<file path="src/inc/hsf_pkg.sv">
package hsf_pkg;

  // serial bus identity and register map
  localparam logic [6:0] SLAVE_ADDR     = 7'h59;
  localparam logic [7:0] REG_STATUS     = 8'h00;
  localparam logic [7:0] REG_CTRL       = 8'h01;
  localparam logic [7:0] REG_POWER      = 8'h02;
  localparam logic [7:0] REG_SAMPLE     = 8'h0b;
  localparam logic [7:0] READ_ZERO      = 8'h00;

  // field positions
  localparam int STAT_FULL_BIT  = 0;
  localparam int STAT_EMPTY_BIT = 1;
  localparam int CTRL_GAIN_LSB  = 0;
  localparam int CTRL_MUX_BIT   = 2;
  localparam int PWR_FORCE_BIT  = 1;
  localparam int PWR_TMO_LSB    = 2;
  localparam int PWR_STBY_BIT   = 6;
  localparam int PWR_RST_BIT    = 7;
  localparam int BYTE_MSB       = 7;
  localparam logic [2:0] LAST_BIT = 3'h7;

  // reset values
  localparam logic [1:0] GAIN_RST  = 2'h0;
  localparam logic       MUX_RST   = 1'b0;
  localparam logic       STBY_RST  = 1'b1;
  localparam logic [1:0] TMO_RST   = 2'h0;
  localparam logic       FORCE_RST = 1'b0;

  // sample format: two's complement, mid-scale is zero
  localparam int         SAMPLE_W    = 8;
  localparam int         QUEUE_DEPTH = 100;
  localparam logic [7:0] MID_SCALE   = 8'h00;
  localparam logic [7:0] RAMP_STEP   = 8'h01;

  // timing at the system clock
  localparam int CLK_HZ           = 10_000_000;
  localparam int SAMPLE_HZ        = 8_000;
  localparam int SAMPLE_CYCLES    = CLK_HZ / SAMPLE_HZ;
  localparam int WAKE_TIME_US     = 2_000;
  localparam int WAKE_CYCLES      = WAKE_TIME_US * (CLK_HZ / 1_000_000);
  localparam int TMO_STEP_US      = 5_000;
  localparam int TMO_STEP_CYCLES  = TMO_STEP_US * (CLK_HZ / 1_000_000);

  typedef enum logic [2:0] {BUS_IDLE, BUS_DEV, BUS_REG, BUS_WRITE, BUS_READ} hsf_bus_t;
  typedef enum logic [1:0] {BIT_DATA, BIT_ACK_SETUP, BIT_ACK} hsf_bit_t;
  typedef enum logic [2:0] {PLAY_IDLE, PLAY_WAKE, PLAY_RUN, PLAY_WAIT, PLAY_RAMP} hsf_play_t;

endpackage

</file>
<file path="src/design/hsf_top.sv">
module hsf_top
  import hsf_pkg::*;
#(
  parameter int         WAKE_CYC     = WAKE_CYCLES,
  parameter int         TMO_STEP_CYC = TMO_STEP_CYCLES,
  parameter int         SAMPLE_CYC   = SAMPLE_CYCLES,
  parameter int         DEPTH        = QUEUE_DEPTH,
  parameter logic [3:0] CHIP_ID      = 4'h3 // arbitrary value
)
(
  input  wire logic       clk,
  input  wire logic       rst,
  input  wire logic       scl,
  input  wire logic       sda_in,
  output logic            sda_out,
  output logic            sda_oe,
  output logic [7:0]      dac_code,
  output logic            power_stage_enable,
  output logic            analog_source_select,
  output logic [1:0]      amp_gain
);

  ////////////////////////////////////////////////////////////////////////////
  // serial bus edge detection

  logic scl_q;
  logic sda_q;

  always_ff @(posedge clk or posedge rst)
  begin
    if (rst)
    begin
      scl_q <= 1'b1;
      sda_q <= 1'b1;
    end
    else
    begin
      scl_q <= scl;
      sda_q <= sda_in;
    end
  end

  // data moving while clock is high marks framing, otherwise it is a bit
  wire bus_start = scl & scl_q & sda_q & ~sda_in;
  wire bus_stop  = scl & scl_q & ~sda_q & sda_in;
  wire scl_rise  = scl & ~scl_q;
  wire scl_fall  = ~scl & scl_q;

  ////////////////////////////////////////////////////////////////////////////
  // byte engine

  hsf_bus_t   bus_phase;
  hsf_bit_t   bit_phase;
  logic [2:0] bit_cnt;
  logic [7:0] shift;
  logic [7:0] rd_shift;
  logic [7:0] reg_ptr;
  logic       drive_low;
  logic       pending_ack;
  logic       dir_read;
  logic       master_nak;
  hsf_bus_t   next_bus_phase;

  logic       q_full;
  logic       q_empty;
  logic [7:0] q_data;
  logic       mux;
  logic [1:0] gain;
  logic       standby;
  logic [1:0] tmo_sel;
  logic       force_on;
  logic       soft_rst;
  hsf_play_t  play_state;

  wire [7:0] byte_now  = {shift[6:0], sda_in};
  wire       byte_done = scl_rise & (bit_phase == BIT_DATA) & (bit_cnt == LAST_BIT);
  wire       ptr_queue = (reg_ptr == REG_SAMPLE);
  wire       addr_hit  = (byte_now[7:1] == SLAVE_ADDR);
  wire       wr_strobe = byte_done & (bus_phase == BUS_WRITE);

  // refuse a queue byte only when the queue has no room
  wire byte_ack = (bus_phase == BUS_DEV)   ? addr_hit :
                  (bus_phase == BUS_REG)   ? 1'b1 :
                  (bus_phase == BUS_WRITE) ? ~(ptr_queue & q_full) :
                  1'b0;

  // status, control and power register read back
  wire [7:0] stat_val = {6'h00, q_empty, q_full};
  wire [7:0] ctrl_val = {1'b0, CHIP_ID, mux, gain};
  wire [7:0] pwr_val  = {1'b0, standby, 2'h0, tmo_sel, force_on, 1'b0};
  wire [7:0] rd_value = (reg_ptr == REG_STATUS) ? stat_val :
                        (reg_ptr == REG_CTRL)   ? ctrl_val :
                        (reg_ptr == REG_POWER)  ? pwr_val :
                        READ_ZERO;
  // queue address holds still so a long write keeps feeding samples
  wire [7:0] ptr_step = ptr_queue ? reg_ptr : reg_ptr + 8'h01;

  always_comb
  begin
    case (bus_phase)
      BUS_DEV:   next_bus_phase = ~pending_ack ? BUS_IDLE : (dir_read ? BUS_READ : BUS_REG);
      BUS_REG:   next_bus_phase = BUS_WRITE;
      BUS_WRITE: next_bus_phase = BUS_WRITE;
      BUS_READ:  next_bus_phase = master_nak ? BUS_IDLE : BUS_READ;
      default:   next_bus_phase = BUS_IDLE;
    endcase
  end

  always_ff @(posedge clk or posedge rst)
  begin
    if (rst)
    begin
      bus_phase   <= BUS_IDLE;
      bit_phase   <= BIT_DATA;
      bit_cnt     <= 3'h0;
      shift       <= 8'h00;
      rd_shift    <= 8'h00;
      reg_ptr     <= 8'h00;
      drive_low   <= 1'b0;
      pending_ack <= 1'b0;
      dir_read    <= 1'b0;
      master_nak  <= 1'b0;
    end
    else if (bus_start)
    begin
      bus_phase <= BUS_DEV;
      bit_phase <= BIT_DATA;
      bit_cnt   <= 3'h0;
      drive_low <= 1'b0;
    end
    else if (bus_stop)
    begin
      bus_phase <= BUS_IDLE;
      bit_phase <= BIT_DATA;
      bit_cnt   <= 3'h0;
      drive_low <= 1'b0;
    end
    else if (bus_phase != BUS_IDLE)
    begin
      case (bit_phase)
        BIT_DATA:
        begin
          if (scl_rise)
          begin
            shift   <= byte_now;
            bit_cnt <= bit_cnt + 3'h1;
          end
          else if (scl_fall && bus_phase == BUS_READ && bit_cnt != 3'h0)
          begin
            drive_low <= ~rd_shift[BYTE_MSB];
            rd_shift  <= {rd_shift[6:0], 1'b0};
          end
          if (byte_done)
          begin
            bit_phase   <= BIT_ACK_SETUP;
            pending_ack <= byte_ack;
            if (bus_phase == BUS_DEV)
              dir_read <= byte_now[0];
            if (bus_phase == BUS_REG)
              reg_ptr <= byte_now;
            if (bus_phase == BUS_WRITE)
              reg_ptr <= ptr_step;
          end
        end
        BIT_ACK_SETUP:
        begin
          if (scl_fall)
          begin
            // hold data low for the whole ninth clock when accepting
            drive_low <= (bus_phase != BUS_READ) & pending_ack;
            bit_phase <= BIT_ACK;
          end
        end
        default:
        begin
          if (scl_rise)
            master_nak <= sda_in;
          if (scl_fall)
          begin
            bit_phase <= BIT_DATA;
            bit_cnt   <= 3'h0;
            bus_phase <= next_bus_phase;
            if (next_bus_phase == BUS_READ)
            begin
              drive_low <= ~rd_value[BYTE_MSB];
              rd_shift  <= {rd_value[6:0], 1'b0};
              reg_ptr   <= ptr_step;
            end
            else
              drive_low <= 1'b0;
          end
        end
      endcase
    end
  end

  assign sda_out = 1'b0;
  assign sda_oe  = drive_low;

  ////////////////////////////////////////////////////////////////////////////
  // control registers

  wire wr_ctrl  = wr_strobe & (reg_ptr == REG_CTRL);
  wire wr_power = wr_strobe & (reg_ptr == REG_POWER);

  always_ff @(posedge clk or posedge rst)
  begin
    if (rst)
    begin
      mux      <= MUX_RST;
      gain     <= GAIN_RST;
      standby  <= STBY_RST;
      tmo_sel  <= TMO_RST;
      force_on <= FORCE_RST;
      soft_rst <= 1'b0;
    end
    else if (soft_rst)
    begin
      mux      <= MUX_RST;
      gain     <= GAIN_RST;
      standby  <= STBY_RST;
      tmo_sel  <= TMO_RST;
      force_on <= FORCE_RST;
      soft_rst <= 1'b0;
    end
    else
    begin
      soft_rst <= wr_power & byte_now[PWR_RST_BIT];
      if (wr_ctrl)
      begin
        mux  <= byte_now[CTRL_MUX_BIT];
        gain <= byte_now[CTRL_GAIN_LSB +: 2];
      end
      if (wr_power)
      begin
        standby  <= byte_now[PWR_STBY_BIT];
        tmo_sel  <= byte_now[PWR_TMO_LSB +: 2];
        force_on <= byte_now[PWR_FORCE_BIT];
      end
    end
  end

  ////////////////////////////////////////////////////////////////////////////
  // sample queue and playback

  logic [31:0] tick_cnt;
  logic [31:0] wait_cnt;
  logic        force_ready;

  // a ramp in progress or standby swallows queue bytes
  wire discard   = (play_state == PLAY_RAMP) | standby;
  wire q_push    = wr_strobe & ptr_queue & ~q_full & ~discard;
  wire tick      = (tick_cnt == 32'(SAMPLE_CYC - 1));
  wire playing   = (play_state == PLAY_RUN) | (play_state == PLAY_WAIT);
  wire q_pop     = tick & ~q_empty & playing;
  wire wake_done = (wait_cnt == 32'(WAKE_CYC - 1));
  wire [31:0] tmo_cycles = 32'(({30'h0, tmo_sel} + 32'h1) * 32'(TMO_STEP_CYC));
  wire tmo_done  = (wait_cnt == tmo_cycles - 32'h1);
  // signed step toward the middle code
  wire [7:0] ramp_next = dac_code[BYTE_MSB] ? dac_code + RAMP_STEP : dac_code - RAMP_STEP;

  hsf_sample_queue #(
    .WIDTH (SAMPLE_W),
    .DEPTH (DEPTH)
  ) u_queue (
    .clk       (clk),
    .rst       (rst),
    .flush     (soft_rst),
    .push      (q_push),
    .push_data (byte_now),
    .pop       (q_pop),
    .full      (q_full),
    .empty     (q_empty),
    .pop_data  (q_data)
  );

  always_ff @(posedge clk or posedge rst)
  begin
    if (rst)
      tick_cnt <= 32'h0;
    else if (tick)
      tick_cnt <= 32'h0;
    else
      tick_cnt <= tick_cnt + 32'h1;
  end

  always_ff @(posedge clk or posedge rst)
  begin
    if (rst)
    begin
      play_state  <= PLAY_IDLE;
      dac_code    <= MID_SCALE;
      wait_cnt    <= 32'h0;
      force_ready <= 1'b0;
    end
    else if (soft_rst | standby)
    begin
      play_state  <= PLAY_IDLE;
      dac_code    <= MID_SCALE;
      wait_cnt    <= 32'h0;
      force_ready <= 1'b0;
    end
    else
    begin
      if (!force_on)
        force_ready <= 1'b0;
      case (play_state)
        PLAY_IDLE:
        begin
          wait_cnt <= 32'h0;
          if (q_push)
            play_state <= force_ready ? PLAY_RUN : PLAY_WAKE;
          else if (force_on & ~force_ready)
            play_state <= PLAY_WAKE;
        end
        PLAY_WAKE:
        begin
          if (wake_done)
          begin
            play_state  <= PLAY_RUN;
            force_ready <= force_on;
            wait_cnt    <= 32'h0;
          end
          else
            wait_cnt <= wait_cnt + 32'h1;
        end
        PLAY_RUN:
        begin
          if (q_pop)
            dac_code <= q_data;
          else if (tick)
          begin
            play_state <= PLAY_WAIT;
            wait_cnt   <= 32'h0;
          end
        end
        PLAY_WAIT:
        begin
          if (q_pop)
          begin
            dac_code   <= q_data;
            play_state <= PLAY_RUN;
          end
          else if (tmo_done)
            play_state <= (dac_code == MID_SCALE) ? PLAY_IDLE : PLAY_RAMP;
          else
            wait_cnt <= wait_cnt + 32'h1;
        end
        default:
        begin
          // one code per sample period keeps the output step small
          if (tick)
          begin
            if (dac_code == MID_SCALE)
              play_state <= PLAY_IDLE;
            else
              dac_code <= ramp_next;
          end
        end
      endcase
    end
  end

  ////////////////////////////////////////////////////////////////////////////
  // output stage control

  wire digital_power = force_on | (play_state != PLAY_IDLE);

  assign power_stage_enable   = ~standby & (mux ? force_on : digital_power);
  assign analog_source_select = mux;
  assign amp_gain             = gain;

endmodule

</file>
<file path="src/design/hsf_sample_queue.sv">
module hsf_sample_queue
  import hsf_pkg::*;
#(
  parameter int WIDTH = SAMPLE_W,
  parameter int DEPTH = QUEUE_DEPTH
)
(
  input  wire logic             clk,
  input  wire logic             rst,
  input  wire logic             flush,
  input  wire logic             push,
  input  wire logic [WIDTH-1:0] push_data,
  input  wire logic             pop,
  output logic                  full,
  output logic                  empty,
  output logic [WIDTH-1:0]      pop_data
);

  localparam int AW = $clog2(DEPTH);

  logic [WIDTH-1:0] mem [DEPTH];
  logic [AW-1:0]    wr_idx;
  logic [AW-1:0]    rd_idx;
  logic [AW:0]      count;

  // a push into a full queue is dropped, never overwriting unplayed data
  wire do_push = push & ~full;
  wire do_pop  = pop & ~empty;
  wire [AW-1:0] next_wr = (wr_idx == AW'(DEPTH - 1)) ? '0 : wr_idx + AW'(1);
  wire [AW-1:0] next_rd = (rd_idx == AW'(DEPTH - 1)) ? '0 : rd_idx + AW'(1);

  assign full     = (count == (AW+1)'(DEPTH));
  assign empty    = (count == '0);
  assign pop_data = mem[rd_idx];

  always_ff @(posedge clk)
  begin
    if (do_push)
      mem[wr_idx] <= push_data;
  end

  always_ff @(posedge clk or posedge rst)
  begin
    if (rst)
    begin
      wr_idx <= '0;
      rd_idx <= '0;
      count  <= '0;
    end
    else if (flush)
    begin
      wr_idx <= '0;
      rd_idx <= '0;
      count  <= '0;
    end
    else
    begin
      if (do_push)
        wr_idx <= next_wr;
      if (do_pop)
        rd_idx <= next_rd;
      if (do_push & ~do_pop)
        count <= count + (AW+1)'(1);
      else if (do_pop & ~do_push)
        count <= count - (AW+1)'(1);
    end
  end

endmodule

</file>
<file path="config.mk">
export PLATFORM = sky130hd
export DESIGN_NAME = hsf_top
export DESIGN_NICKNAME = d
export VERILOG_FILES = /design/src/inc/hsf_pkg.sv /design/src/design/hsf_top.sv /design/src/design/hsf_sample_queue.sv
export SDC_FILE = /design/constraint.sdc
export NUM_CORES = 1
export LEC_CHECK = 0
export BUFFER_PORTS_ARGS = -buffer_cell sky130_fd_sc_hd__buf_2
export CORE_ASPECT_RATIO = 1.25
export CORE_MARGIN = 2
export CORE_UTILIZATION = 40
export DETAILED_ROUTE_END_ITERATION = 7
export SLEW_MARGIN = 20
export SYNTH_ARGS = -nofsm -noshare
export SYNTH_HDL_FRONTEND = slang
export SYNTH_HIERARCHICAL = 1
export SYNTH_SLANG_ARGS = --single-unit
</file>
<file path="constraint.sdc">
create_clock -name clk -period 5.1 [get_ports clk]
set_clock_uncertainty 0.15 [all_clocks]
set_input_delay 0.255 -clock clk [delete_from_list [all_inputs] [get_ports clk]]
set_output_delay 0.255 -clock clk [all_outputs]
set_load 0.03 [all_outputs]
</file>
==> flow_metrics.env <==
export IMPL_status="completed"
export IMPL_drv_cap=0
export IMPL_synth_cells=2442
export IMPL_path_clk_slew_ps=60
export IMPL_final_area_um2=44300
export IMPL_synth_ff_type="edfxtp_1"
export IMPL_die_x_um=286
export IMPL_cts_root_buf="clkbuf_16"
export IMPL_ir_drop_v=0.000270
export IMPL_grt_pass1_vias=22650
export IMPL_powerDensity_nw_per_um2=367
export IMPL_worstSetupPathType="reg -> reg"
export IMPL_syn_nets=2484
export IMPL_grt_max_degree=102
export IMPL_fp_row_count=129
export IMPL_portBuffers=16
export IMPL_avgSynthCellArea_um2=16.3
export IMPL_core_um2=98800
export IMPL_drt_first_iter_violations=1973
export IMPL_critPathMaxFanout=6
export IMPL_final_util_pct=44.8
export IMPL_seq_area_frac_synth_pct=69.4
export IMPL_vias=22205
export IMPL_cp_required_ps=5540
export IMPL_timing_final_crit_share_pct=83.5
export IMPL_leakagePower_nw=14.5
export IMPL_grt_setup_unrepaired="false"
export IMPL_worst_slack_ps=840
export IMPL_syn_area_um2=39700
export IMPL_area_growth_pct=11.5
export IMPL_slew_headroom_pct=21.2
export IMPL_slew_viol_final=0
export IMPL_post_cts_buffers=0
export IMPL_antenna_found_initial=1
export IMPL_start_util_pct=40.2
export IMPL_grt_use_total_pct=18.4
export IMPL_grt_overflow=0
export IMPL_final_setup_viol_count=0
export IMPL_wirelength_um=93700
export IMPL_grt_pass1_wl_um=143000
export IMPL_clock_sinks=942
export IMPL_routed_via_density=5.76
export IMPL_antenna_left=0
export IMPL_netlist_top_cells_area="edfxtp_1, mux4_2, dfrtp_1, nor2_1, mux2i_1"
export IMPL_diodes=0
export IMPL_synth_edf_count=800
export IMPL_drive_gt1_share_pct=17.1
export IMPL_ctsHtreeMaxLevel=3
export IMPL_worst_pin_slew_ps=1180
export IMPL_clock_latency_ps=680
export IMPL_fp_dieArea_um2=102000
export IMPL_arrival_ps=4700
export IMPL_dr_pass1_iters=6
export IMPL_synth_area_leader_cell="edfxtp_1"
export IMPL_cts_buffers=94
export IMPL_ys_types=78
export IMPL_hold_violations=0
export IMPL_nets=2510
export IMPL_place_congestion=0.833
export IMPL_totalNegativeSetupSlack_ps=0
export IMPL_avgRoutedWirePerCell_um=24.3
export IMPL_place_ws_ps=812
export IMPL_async_flop_share_pct=15.1
export IMPL_max_freq_mhz=235
export IMPL_ioPinCount=18
export IMPL_period_needed_ps=4260
export IMPL_die_h_um=356
export IMPL_layout_cells_non_filler=3856
export IMPL_drc=0
export IMPL_post_dp_cell_area_um2=41200
export IMPL_placed_cells=3678
export IMPL_holdCritPathClass="in -> reg"
export IMPL_clock_path_buffers=3
export IMPL_cts_tree="yes"
export IMPL_synth_seq_cells=942
export IMPL_yosysWarnings=6
export IMPL_yosysTopAreaCellShare_pct=60.5
export IMPL_crit_path_start_kind="flop"
export IMPL_end_kind="flop"
export IMPL_dp_final_hpwl_um=58800
[routing by layer]
metal | GRT usage [%] | part of all wire (%) | up-vias
met5 | 0 | 0.013 | -
met4 | 6.17 | 3.0 | 2
met3 | 2.65 | 5.1 | 172
met2 | 32.1 | 51 | 726
met1 | 23.6 | 41 | 11597
li1 | - | - | 9708
[cells by family (layout without fill, tap and decap cells)]
family,after synthesis,in the layout,synth area share (%)
AND/OR/NAND/NOR,629,629,7.77
multiplexers,267,267,12.9
buffers and inverters,177,281,2.00
XOR/XNOR,49,49,1.08
AO/OA/AOI/OAI,339,339,5.54
other,1,1,0.00944
flip-flops,942,942,69.4
adder cells (fa/ha/maj),38,38,1.23
[cell type report]
| type | instances | area, µm² |
|---|---|---|
| flip-flops and latches | 942 | 27600 |
| clock inverters | 50 | 505 |
| inverters | 46 | 175 |
| clock buffers | 124 | 2500 |
| fillers | 8478 | 54500 |
| well taps | 1310 | 1640 |
| multi-input cells | 1323 | 11400 |
| repair buffers | 61 | 498 |
[worst max-delay path, stage by stage (launching register included)]
cell	delay, ps
dfrtp_1	420
nor4b_1	400
nand4_1	340
nor4_1	340
nor2b_1	370
inv_1	140
ha_1	250
inv_1	180
ha_1	270
a21oi_1	230
o211ai_1	170
o41ai_1	330
xnor2_1	120
or3_1	310
a21oi_1	150
[sequential cells by signal, indices dropped and copies added (netlist names), 7 cells and up]
| signal | count |
|---|---|
| shift | 7 |
| tick_cnt | 32 |
| u_queue/rd_idx | 7 |
| u_queue/count | 8 |
| wait_cnt | 32 |
| rd_shift | 7 |
| u_queue/mem | 800 |
| u_queue/wr_idx | 7 |
| reg_ptr | 8 |
| dac_code | 8 |
[what timing repair did]
action,in CTS,in global routing
hold buffers,3,0
endpoints found under the hold margin,131,0
gates resized for setup,0,0
[power by group]
group          switching, mW  internal (mW)  leakage (nW)  total (mW)
Clock                   2.95           3.79          1.45        6.73
Combinational          0.517          0.141          3.67       0.657
Sequential             0.168           8.70          9.33        8.86
[cells in the mapped netlist (all sizes together), types with 5 or more instances]
library cell  instances
edfxtp              800
nor2                204
mux4                196
dfrtp               139
nand2               139
a21oi                77
o21ai                76
nand3                71
clkbuf               68
buf                  63
mux2i                59
nor3                 47
inv                  46
a31oi                37
ha                   36
xnor2                34
a22oi                31
and3                 27
nor2b                23
nor4                 21
nand4                20
o211ai               15
xor2                 15
a221oi               14
a22o                 13
o22ai                13
mux2                 12
nand4b               10
or3                  10
and2                  9
nand3b                9
nor3b                 8
o31ai                 8
o41ai                 8
nand2b                7
or2                   7
a2111oi               6
a41oi                 6
a21o                  5
[metrics by stage]
step	total power, mW	hold slack, ps
6_report	16.3	213
5_1_grt	16.8	205
4_1_cts	16.4	180
3_5_place_dp	9.67	295
3_3_place_gp	9.63	298
2_1_floorplan	9.34	94.2
[path summary, 6_finish.rpt]
check,from,to,slack (ps),cells past startpoint
max in group asynchronous,rst,wait_cnt[19]$_DFFE_PP0P_,3420,4
setup reg to reg,tick_cnt[15]$_DFF_PP0_,u_queue/count[7]$_DFFE_PP0P_,840,14
min in group asynchronous,rst,tick_cnt[3]$_DFF_PP0_,230,3
setup / recovery,tick_cnt[15]$_DFF_PP0_,u_queue/count[7]$_DFFE_PP0P_,840,14
hold reg to reg,rd_shift[2]$_DFFE_PP0P_,rd_shift[2]$_DFFE_PP0P_,340,2
hold / removal,scl,scl_q$_DFF_PP1_,210,2
[placed cells by master (no fill, tap or decap), drive strengths merged, types with 8 or more instances in the layout]
cell / count
a21oi: 77
a221oi: 14
a22o: 13
a22oi: 31
a31oi: 37
and2: 9
and3: 27
buf: 58
clkbuf: 124
clkinv: 36
dfrtp: 139
edfxtp: 800
ha: 36
inv: 49
mux2: 12
mux2i: 59
mux4: 196
nand2: 139
nand3: 71
nand3b: 9
nand4: 20
nand4b: 10
nor2: 204
nor2b: 23
nor3: 47
nor3b: 8
nor4: 21
o211ai: 15
o21ai: 76
o22ai: 13
o31ai: 8
o41ai: 8
or3: 10
xnor2: 34
xor2: 15
Note: power is estimated with default switching activity, not from simulation.
